[src/logic/flag_status_pkg.sv]
// flag_status_pkg: register map, field positions, reset values and carrier types for
// the serial port flag and status logic.
// assumes a 32-bit classic wishbone slave with word-aligned byte addresses.
package flag_status_pkg;

  // register byte addresses
  localparam logic [7:0] flags_addr      = 8'h18;
  localparam logic [7:0] event_stat_addr = 8'h40;
  localparam logic [7:0] event_mask_addr = 8'h44;
  localparam logic [7:0] ctrl_addr       = 8'h48;
  localparam int         addr_msb        = 7;

  // flag register field positions
  localparam int cts_bit     = 0;
  localparam int busy_bit    = 3;
  localparam int rx_empty_b  = 4;
  localparam int tx_full_b   = 5;
  localparam int rx_full_b   = 6;
  localparam int tx_empty_b  = 7;
  localparam int cts_chg_bit = 9;
  localparam int rtx_stop_b  = 13;

  // reserved field 12:10 reads as its printed reset pattern
  localparam logic [31:0] flags_fixed_ones = 32'h0000_1c00;

  // reset values of loose flags
  localparam logic cts_chg_rst  = 1'b1;
  localparam logic rtx_stop_rst = 1'b0;

  // control register fields
  localparam int tx_en_bit  = 0;
  localparam int q_en_bit   = 1;
  localparam int rxq_en_bit = 2;
  localparam logic [31:0] ctrl_rst = 32'h0000_0000;
  localparam logic [31:0] ctrl_msk = 32'h0000_0007;

  // event status / mask layout
  localparam int ev_cts_chg  = 0;
  localparam int ev_rtx_stop = 1;
  localparam int ev_rtx_go   = 2;
  localparam int ev_tx_done  = 3;
  localparam int ev_width    = 4;
  localparam logic [ev_width-1:0] ev_zero = 4'h0;

  // occupancy state of the datapath queues and holding registers
  typedef struct packed {
    logic tx_q_empty;
    logic tx_q_full;
    logic rx_q_empty;
    logic rx_q_full;
    logic tx_hold_full;
    logic rx_hold_full;
  } occupancy_t;

  // transmit engine status and flow-control events
  typedef struct packed {
    logic shift_active;
    logic xoff_sent;
    logic xon_sent;
  } line_status_t;

  // wishbone request fields
  typedef struct packed {
    logic [addr_msb:0] adr;
    logic [31:0]       dat;
    logic [3:0]        sel;
    logic              we;
  } wb_req_t;

  // transmitter activity states, gray coded along idle->shift->paused
  typedef enum logic [1:0] {
    tx_idle   = 2'b00,
    tx_shift  = 2'b01,
    tx_paused = 2'b11
  } tx_state_t;

endpackage

[src/logic/uart_flag_status_logic.sv]
// uart_flag_status_logic: read-only flag register of an asynchronous serial port,
// plus an event status / mask pair and a small control register.
// assumes occupancy and line status come from logic on clk_in; cts comes from a pin.
//
// Register access over Wishbone was decided locally.
`timescale 1ns/1ns
module uart_flag_status_logic
  import flag_status_pkg::*;
(
  // clock and reset
  input  wire logic               clk_in,
  input  wire logic               sys_rst_in,
  // wishbone slave
  input  wire logic               wb_cyc_in,
  input  wire logic               wb_stb_in,
  input  wire logic               wb_we_in,
  input  wire logic [addr_msb:0]  wb_adr_in,
  input  wire logic [3:0]         wb_sel_in,
  input  wire logic [31:0]        wb_dat_in,
  output logic      [31:0]        wb_dat_out,
  output logic                    wb_ack_out,
  // line side and datapath status
  input  wire logic               cts_pin_in,
  input  wire occupancy_t         occ_in,
  input  wire line_status_t       line_in,
  // controls toward the datapath and interrupt
  output logic                    tx_enable_out,
  output logic                    queue_enable_out,
  output logic                    receive_queue_enable_out,
  output logic                    irq_out
);

  // shared read/write decode, used by all registers
  function automatic logic hit(input wb_req_t r, input logic [addr_msb:0] a, input logic wr);
    hit = (r.adr == a) && (r.we == wr);
  endfunction

  // byte-lane merge for the control register
  function automatic logic [31:0] lane_merge(input logic [31:0] old, input wb_req_t r);
    logic [31:0] res;
    res = old;
    for (int i = 0; i < 4; i++) begin
      if (r.sel[i]) begin
        res[8*i +: 8] = r.dat[8*i +: 8];
      end
    end
    lane_merge = res;
  endfunction

  wb_req_t            req;
  logic               access;
  logic               cts_meta_ff;
  logic               cts_sync_ff;
  logic               cts_seen_ff;
  logic               cts_chg_ff;
  logic               rtx_stop_ff;
  logic [31:0]        ctrl_ff;
  logic [ev_width-1:0] ev_stat_ff;
  logic [ev_width-1:0] ev_mask_ff;
  logic [ev_width-1:0] ev_raise;
  tx_state_t          tx_st_ff;
  tx_state_t          nxt_tx_st;
  logic               busy;
  logic               flags_rd;
  logic               rx_empty;
  logic               rx_full;
  logic               tx_empty;
  logic               tx_full;
  logic [31:0]        flags_word;
  logic [31:0]        rd_word;

  assign req    = '{adr: wb_adr_in, dat: wb_dat_in, sel: wb_sel_in, we: wb_we_in};
  // single-cycle answer: take the request only when ack is low, so ack pulses once
  assign access = wb_cyc_in && wb_stb_in && !wb_ack_out;
  assign flags_rd = access && hit(req, flags_addr, 1'b0);

  assign tx_enable_out = ctrl_ff[tx_en_bit];

  // cts pin synchroniser; first stage feeds only the second
  always_ff @(posedge clk_in) begin
    if (sys_rst_in) begin
      cts_meta_ff <= 1'b0;
      cts_sync_ff <= 1'b0;
      cts_seen_ff <= 1'b0;
    end else begin
      cts_meta_ff <= cts_pin_in;
      cts_sync_ff <= cts_meta_ff;
      cts_seen_ff <= cts_sync_ff;
    end
  end

  // flag read clears; a change in the same cycle wins so none is lost
  always_ff @(posedge clk_in) begin
    if (sys_rst_in) begin
      cts_chg_ff <= cts_chg_rst;
    end else if (cts_sync_ff != cts_seen_ff) begin
      cts_chg_ff <= 1'b1;
    end else if (flags_rd) begin
      cts_chg_ff <= 1'b0;
    end
  end

  // xon sent clears it; xoff wins if both arrive together
  always_ff @(posedge clk_in) begin
    if (sys_rst_in) begin
      rtx_stop_ff <= rtx_stop_rst;
    end else if (line_in.xoff_sent) begin
      rtx_stop_ff <= 1'b1;
    end else if (line_in.xon_sent) begin
      rtx_stop_ff <= 1'b0;
    end
  end

  // transmitter activity tracking
  always_comb begin
    nxt_tx_st = tx_st_ff;
    case (tx_st_ff)
      tx_idle: begin
        // queue non-empty raises busy regardless of enable
        if (!occ_in.tx_q_empty || line_in.shift_active) begin
          nxt_tx_st = tx_shift;
        end
      end
      tx_shift: begin
        // disable mid-character pauses; busy drops unless the queue is non-empty
        if (!tx_enable_out && line_in.shift_active) begin
          nxt_tx_st = tx_paused;
        // busy ends once stop bits left and nothing waits
        end else if (!line_in.shift_active && occ_in.tx_q_empty) begin
          nxt_tx_st = tx_idle;
        end
      end
      tx_paused: begin
        if (tx_enable_out) begin
          nxt_tx_st = tx_shift;
        end
      end
      default: nxt_tx_st = tx_idle;
    endcase
  end

  always_ff @(posedge clk_in) begin
    if (sys_rst_in) begin
      tx_st_ff <= tx_idle;
    end else begin
      tx_st_ff <= nxt_tx_st;
    end
  end

  // busy while shifting or queue pending
  // queue non-empty shows busy immediately, even while paused
  assign busy = (tx_st_ff == tx_shift) || !occ_in.tx_q_empty;

  // mode selects holding register or queue
  // receive side follows its own queue enable: single character otherwise
  assign rx_empty = receive_queue_enable_out ? occ_in.rx_q_empty : !occ_in.rx_hold_full;
  assign rx_full  = receive_queue_enable_out ? occ_in.rx_q_full  : occ_in.rx_hold_full;
  assign tx_empty = queue_enable_out ? occ_in.tx_q_empty : !occ_in.tx_hold_full;
  assign tx_full  = queue_enable_out ? occ_in.tx_q_full  : occ_in.tx_hold_full;

  // flag word assembly; reserved bits fixed
  always_comb begin
    flags_word              = flags_fixed_ones;
    flags_word[cts_bit]     = cts_sync_ff;
    flags_word[busy_bit]    = busy;
    flags_word[rx_empty_b]  = rx_empty;
    flags_word[tx_full_b]   = tx_full;
    flags_word[rx_full_b]   = rx_full;
    flags_word[tx_empty_b]  = tx_empty;
    flags_word[cts_chg_bit] = cts_chg_ff;
    flags_word[rtx_stop_b]  = rtx_stop_ff;
  end

  // events that feed the sticky status register
  assign ev_raise = {busy && (nxt_tx_st == tx_idle) && (tx_st_ff == tx_shift),
                     line_in.xon_sent,
                     line_in.xoff_sent,
                     cts_sync_ff != cts_seen_ff};

  // sticky status: write one to clear, a new event wins over the clear
  always_ff @(posedge clk_in) begin
    if (sys_rst_in) begin
      ev_stat_ff <= ev_zero;
    end else if (access && hit(req, event_stat_addr, 1'b1) && req.sel[0]) begin
      ev_stat_ff <= (ev_stat_ff & ~req.dat[ev_width-1:0]) | ev_raise;
    end else begin
      ev_stat_ff <= ev_stat_ff | ev_raise;
    end
  end

  // mask register
  always_ff @(posedge clk_in) begin
    if (sys_rst_in) begin
      ev_mask_ff <= ev_zero;
    end else if (access && hit(req, event_mask_addr, 1'b1) && req.sel[0]) begin
      ev_mask_ff <= req.dat[ev_width-1:0];
    end
  end

  // control register steers mode selection and transmit enable
  always_ff @(posedge clk_in) begin
    if (sys_rst_in) begin
      ctrl_ff <= ctrl_rst;
    end else if (access && hit(req, ctrl_addr, 1'b1)) begin
      ctrl_ff <= lane_merge(ctrl_ff, req) & ctrl_msk;
    end
  end

  // mode outputs registered so they come straight from flops
  always_ff @(posedge clk_in) begin
    if (sys_rst_in) begin
      queue_enable_out         <= 1'b0;
      receive_queue_enable_out <= 1'b0;
    end else begin
      queue_enable_out         <= ctrl_ff[q_en_bit];
      receive_queue_enable_out <= ctrl_ff[rxq_en_bit];
    end
  end

  // interrupt level, one cycle behind the status bits
  always_ff @(posedge clk_in) begin
    if (sys_rst_in) begin
      irq_out <= 1'b0;
    end else begin
      irq_out <= |(ev_stat_ff & ev_mask_ff);
    end
  end

  // read mux; unmapped addresses read zero and still ack
  always_comb begin
    case (req.adr)
      flags_addr:      rd_word = flags_word;
      event_stat_addr: rd_word = {{(32-ev_width){1'b0}}, ev_stat_ff};
      event_mask_addr: rd_word = {{(32-ev_width){1'b0}}, ev_mask_ff};
      ctrl_addr:       rd_word = ctrl_ff;
      default:         rd_word = 32'h0000_0000;
    endcase
  end

  // flag register has no write path; writes are acked and dropped
  always_ff @(posedge clk_in) begin
    if (sys_rst_in) begin
      wb_ack_out <= 1'b0;
      wb_dat_out <= 32'h0000_0000;
    end else begin
      wb_ack_out <= access;
      if (access && !req.we) begin
        wb_dat_out <= rd_word;
      end
    end
  end

  // a synchronised cts edge shows up as the change flag next cycle
  a_cts_change_set: assert property (@(posedge clk_in) disable iff (sys_rst_in)
    (cts_sync_ff != cts_seen_ff) |=> cts_chg_ff)
    else $error("cts change not flagged");

  a_flag_read_clear: assert property (@(posedge clk_in) disable iff (sys_rst_in)
    (flags_rd && cts_sync_ff == cts_seen_ff) |=> !cts_chg_ff)
    else $error("cts change flag not cleared by read");

  a_busy_queue: assert property (@(posedge clk_in) disable iff (sys_rst_in)
    !occ_in.tx_q_empty |-> busy ##1 (tx_st_ff != tx_idle))
    else $error("busy or activity missed a pending transmit queue");

  a_busy_pause: assert property (@(posedge clk_in) disable iff (sys_rst_in)
    (tx_st_ff == tx_shift && !tx_enable_out && line_in.shift_active && occ_in.tx_q_empty)
      |=> (tx_st_ff == tx_paused) && (occ_in.tx_q_empty -> !busy))
    else $error("busy not dropped on disable");

  a_busy_hold: assert property (@(posedge clk_in) disable iff (sys_rst_in)
    (tx_st_ff == tx_shift && line_in.shift_active && tx_enable_out) |=> busy)
    else $error("busy fell while shifting");

  a_rx_empty_mode: assert property (@(posedge clk_in) disable iff (sys_rst_in)
    flags_word[rx_empty_b] == (receive_queue_enable_out ? occ_in.rx_q_empty
                                                        : !occ_in.rx_hold_full))
    else $error("receive empty wrong for mode");

  a_tx_full_mode: assert property (@(posedge clk_in) disable iff (sys_rst_in)
    !queue_enable_out |-> flags_word[tx_full_b] == occ_in.tx_hold_full)
    else $error("transmit full wrong in character mode");

  a_rx_full_mode: assert property (@(posedge clk_in) disable iff (sys_rst_in)
    receive_queue_enable_out |-> flags_word[rx_full_b] == occ_in.rx_q_full)
    else $error("receive full wrong in queue mode");

  a_tx_empty_mode: assert property (@(posedge clk_in) disable iff (sys_rst_in)
    queue_enable_out |-> flags_word[tx_empty_b] == occ_in.tx_q_empty)
    else $error("transmit empty wrong in queue mode");

  a_xoff_stop: assert property (@(posedge clk_in) disable iff (sys_rst_in)
    line_in.xoff_sent |=> flags_word[rtx_stop_b])
    else $error("remote stopped not set after xoff");

  a_xon_go: assert property (@(posedge clk_in) disable iff (sys_rst_in)
    (line_in.xon_sent && !line_in.xoff_sent) |=> !flags_word[rtx_stop_b])
    else $error("remote stopped not cleared after xon");

  a_rx_single_char: assert property (@(posedge clk_in) disable iff (sys_rst_in)
    !receive_queue_enable_out |-> rx_full == !rx_empty)
    else $error("single character receive mode inconsistent");

  a_cts_level: assert property (@(posedge clk_in) disable iff (sys_rst_in)
    (!$past(sys_rst_in) && !$past(sys_rst_in, 2))
      |-> flags_word[cts_bit] == $past(cts_pin_in, 2))
    else $error("cts bit not the synchronised level");

  // only a flag read takes a pending change flag down
  a_cts_chg_hold: assert property (@(posedge clk_in) disable iff (sys_rst_in)
    (cts_chg_ff && !flags_rd) |=> cts_chg_ff)
    else $error("cts change flag lost without a read");

  // a cleared change flag stays clear while the level is steady
  a_cts_chg_quiet: assert property (@(posedge clk_in) disable iff (sys_rst_in)
    (!cts_chg_ff && cts_sync_ff == cts_seen_ff) |=> !cts_chg_ff)
    else $error("cts change flag set with no change");

  // re-enable while paused brings busy back to finish the character
  a_busy_resume: assert property (@(posedge clk_in) disable iff (sys_rst_in)
    (tx_st_ff == tx_paused && tx_enable_out) |=> busy)
    else $error("busy not restored on re-enable");

  // activity ends only when the shifter is done and nothing waits
  a_busy_done: assert property (@(posedge clk_in) disable iff (sys_rst_in)
    (tx_st_ff == tx_shift && !line_in.shift_active && occ_in.tx_q_empty)
      |=> (tx_st_ff == tx_idle) && (busy == !occ_in.tx_q_empty))
    else $error("busy state did not end after the last stop bit");

  // remote stopped moves only on a flow-control event
  a_rtx_hold: assert property (@(posedge clk_in) disable iff (sys_rst_in)
    !(line_in.xoff_sent || line_in.xon_sent) |=> $stable(rtx_stop_ff))
    else $error("remote stopped changed with no flow control event");

  // a flag read returns the word that stood when it was taken
  a_read_data: assert property (@(posedge clk_in) disable iff (sys_rst_in)
    flags_rd |=> wb_ack_out && (wb_dat_out == $past(flags_word)))
    else $error("flag read returned the wrong word");

  // queue mode reports the transmit queue itself
  a_tx_full_queue: assert property (@(posedge clk_in) disable iff (sys_rst_in)
    queue_enable_out |-> flags_word[tx_full_b] == occ_in.tx_q_full)
    else $error("transmit full wrong in queue mode");

endmodule

[config.mk]
export PLATFORM = sky130hd
export DESIGN_NAME = uart_flag_status_logic
export DESIGN_NICKNAME = d
export VERILOG_FILES = /design/src/logic/flag_status_pkg.sv /design/src/logic/uart_flag_status_logic.sv
export SDC_FILE = /design/constraint.sdc
export NUM_CORES = 1
export LEC_CHECK = 0
export ABC_AREA = 1
export BUFFER_PORTS_ARGS = -buffer_cell sky130_fd_sc_hd__buf_2
export CORE_UTILIZATION = 45
export CTS_BUF_LIST = sky130_fd_sc_hd__clkbuf_8
export DETAILED_ROUTE_END_ITERATION = 6
export PLACE_DENSITY = 0.82
export SYNTH_ARGS = -nofsm -noshare
export SYNTH_HDL_FRONTEND = slang
export SYNTH_SLANG_ARGS = --single-unit
[constraint.sdc]
create_clock -name clk_in -period 1.3 [get_ports clk_in]
set_input_delay 0.065 -clock clk_in [delete_from_list [all_inputs] [get_ports clk_in]]
set_output_delay 0.065 -clock clk_in [all_outputs]
set_load 0.005 [all_outputs]
==> impl_metrics.csv <==
group,metric,value,unit
logic_synthesis,ys_warn_count,0,
timing,fmaxAchievable,0.845,GHz
status,status,"finished, final reports clean",
critical_path,crit_chain,"nor2_4 -> nand2_1 -> nor2_4 -> nand2_1 -> a21oi_1",
timing,drv_slew,0,
timing,finalClockSkew,0.00632,ns
cells_and_area,fin_nets,322,
critical_path,crit_type,"reg -> reg",
logic_synthesis,synth.distinct_cells,29,
pwr,swShare,25.2,%
global_route,grt_pass1_vias,1249,
clock_network,clock_path_buffers,2,
floorplan,rows,21,
global_route,met1_usage,20.7,%
floorplan,core_area,3440,sq um
floorplan,die_w,63.1,um
floorplan,initial_core_util,48.8,%
clock_network,post-cts-setup-buffers,0,
drt,dr.pass1.iters,4,
pwr,power.switching,0.491,mW
flow_run,max_cap_violations,0,
cells_and_area,fin_area,1950,sq um
pwr,ir_worst_vdd,0.000632,V
critical_path,crit_required,1.51,ns
critical_path,critPathSlowestCell,"dfxtp_1",
pwr,p_leak,0.958,nW
timing,fin_tns_setup,0,ns
drt,postRouteAntennaNets,0,
floorplan,dieArea,3980,sq um
pwr,p_clk_share,37.6,%
clock_network,clock_latency,0.29,ns
placement,port_buffers,45,
cells_and_area,drive_gt1_share,30.7,%
critical_path,worstPathArrival,1.39,ns
global_route,grt_max_degree,29,
floorplan,dieHeight,63.1,um
drt,via_count,1432,
pwr,power_frac_seq,53.6,%
timing,rsz0062_at_grt,"false",
logic_synthesis,synthesis.instances,216,
critical_path,end_kind,"register",
pwr,p_int,1.46,mW
clock_network,cts_root_buf,"clkbuf_8",
global_route,antenna_found_initial,0,
cells_and_area,syn_to_final_growth,16.4,%
logic_synthesis,synth_area,1680,sq um
logic_synthesis,synth_top_area_cell,"dfxtp_1",
timing,final-setup-viol-count,0,
global_route,use_met2,28.8,%
cells_and_area,n_antenna_cell,0,
placement,gp_congestion,0.851,
timing,hold_viol_final,0,
cells_and_area,final_cell_mix,"buf_2 (45), nand2_1 (43), dfxtp_1 (33)",
clock_network,numClockSinks,33,
global_route,top_usage_layer,"met2",
cells_and_area,final_common_cell,"buf_2",
global_route,track_usage,17.4,%
global_route,grt_pass1_wl,5330,um
global_route,met3_usage,3.26,%
floorplan,boundaryPins,96,
logic_synthesis,yosysTopAreaCellShare,39.3,%
placement,dpl.hpwl,2420,um
placement,placed_area,1860,sq um
drt,drcViolationCount,0,
pwr,combPwrFrac,8.8,%
timing,slew_headroom,62.2,%
placement,dp.cells,301,
clock_network,post_cts_resized,0,
drt,drt_iter0_drc,37,
timing,period_share,91.1,%
clock_network,cts.htree.levels,2,
timing,worst_pin_slew,0.566,ns
timing,layout_min_cycle_time,1.18,ns
logic_synthesis,synth_seq_cells,33,
drt,avgRoutedWirePerCell,10.3,um
pwr,p_per_area,997,nW/um^2
clock_network,hold_buffers,1,
global_route,grt_overflow,0,
logic_synthesis,synthTopCellsByArea,"dfxtp_1 (39%), nand2_1 (9.6%), buf_4 (9.4%)",
clock_network,cts.clk_slew.worst_paths,0.07,ns
clock_network,cts_buffers,5,
critical_path,max_stage_delay,0.34,ns
critical_path,worst_setup_path_start_kind,"register",
logic_synthesis,ys_seq_area_share,39.3,%
critical_path,worstPathMaxFanout,7,
cells_and_area,fin_cells,310,
drt,via_per_inst,4.62,
worst_hold_path,hold_class,"in -> reg",
drt,drt-total-wl,3200,um
logic_synthesis,syn_area_per_cell,7.77,sq um
clock_network,cts_tree,"done",
-- cells by family (layout without fill, tap and decap cells) --
logic type             after synthesis  count (layout)  synth area share (%)
buffers and inverters               56              86                  17.8
AND/OR/NAND/NOR                     92              92                  28.2
XOR/XNOR                             1               1                 0.522
AO/OA/AOI/OAI                       33              33                  13.9
other                                1              19                 0.223
flip-flops                          33              33                  39.3
-- synth_stat cells --
cell type	number
a211oi_1	1
a211oi_2	7
a21oi_1	15
a21oi_2	1
a41oi_1	1
and2_2	1
buf_2	2
buf_4	21
buf_6	1
clkbuf_1	3
conb_1	1
dfxtp_1	33
inv_1	28
inv_2	1
nand2_1	43
nand2_2	5
nand2_4	1
nand3_1	15
nand3_4	1
nor2_1	14
nor2_2	2
nor2_4	6
nor2_8	1
nor3_1	2
nor3b_1	1
o211ai_1	2
o21ai_0	5
o21ai_1	1
xor2_1	1
-- metrics by stage --
stage	power [mW]	hold WS (ns)	utilization, %	setup slack, ns
final	1.95	0.0431	56.8	0.116
after global routing	2.02	0.0595	56.8	0.0340
after CTS	1.95	0.0444	56.8	0.0987
after detailed placement	1.24	0.275	54.1	0.123
after global placement	1.23	0.268	54.1	0.150
after floorplan	1.21	0.172	-	0.237
-- power by group through the flow --
stage,Clock (mW),Sequential (mW),Combinational (mW)
6_report,0.732,1.04,0.171
5_1_grt,0.782,1.05,0.195
4_1_cts,0.730,1.04,0.173
3_5_place_dp,0,1.07,0.170
3_3_place_gp,0,1.07,0.167
2_1_floorplan,0,1.06,0.148
-- worst paths after layout --
path	from	endpoint	depth (start not counted)	slack (ns)
setup / recovery	wb_ack_out	wb_dat_out[9]	5	0.12
hold / removal	wb_dat_in[3]	ev_mask_ff[3]	3	0.04
setup reg to reg	wb_ack_out	wb_dat_out[9]	5	0.12
hold reg to reg	cts_meta_ff	cts_sync_ff	2	0.42
-- metal layers --
layer	part of all wire [%]	up-vias	wire length [um]
met2	47	46	1490
met5	0	-	0
li1	-	735	-
met1	45	640	1430
met3	6.0	11	191
met4	2.8	0	89
-- state kept, by name (all words and copies together), names as in the netlist --
signal	cells
wb_dat_out	11
ev_mask_ff	4
ev_stat_ff	4
ctrl_ff	3
tx_st_ff	2
cts_chg_ff	1
cts_meta_ff	1
cts_seen_ff	1
cts_sync_ff	1
irq_out	1
queue_enable_out	1
receive_queue_enable_out	1
rtx_stop_ff	1
wb_ack_out	1
-- critical path: cells and delay by family, from the launching register on --
| family | cells | cell delay [ns] |
|---|---|---|
| AND/OR/NAND/NOR | 4 | 0.62 |
| AO/OA/AOI/OAI | 1 | 0.15 |
| flip-flops | 1 | 0.34 |
-- final cells by class --
cell class,count,area (sq um)
Fill cell,334,1490
Multi-Input combinational cell,145,787
Sequential cell,33,661
Timing Repair Buffer,49,258
Inverter,29,109
Clock buffer,5,68.8
Tap cell,46,57.6
Clock inverter,3,13.8
Power figures use the tool's default switching activity.
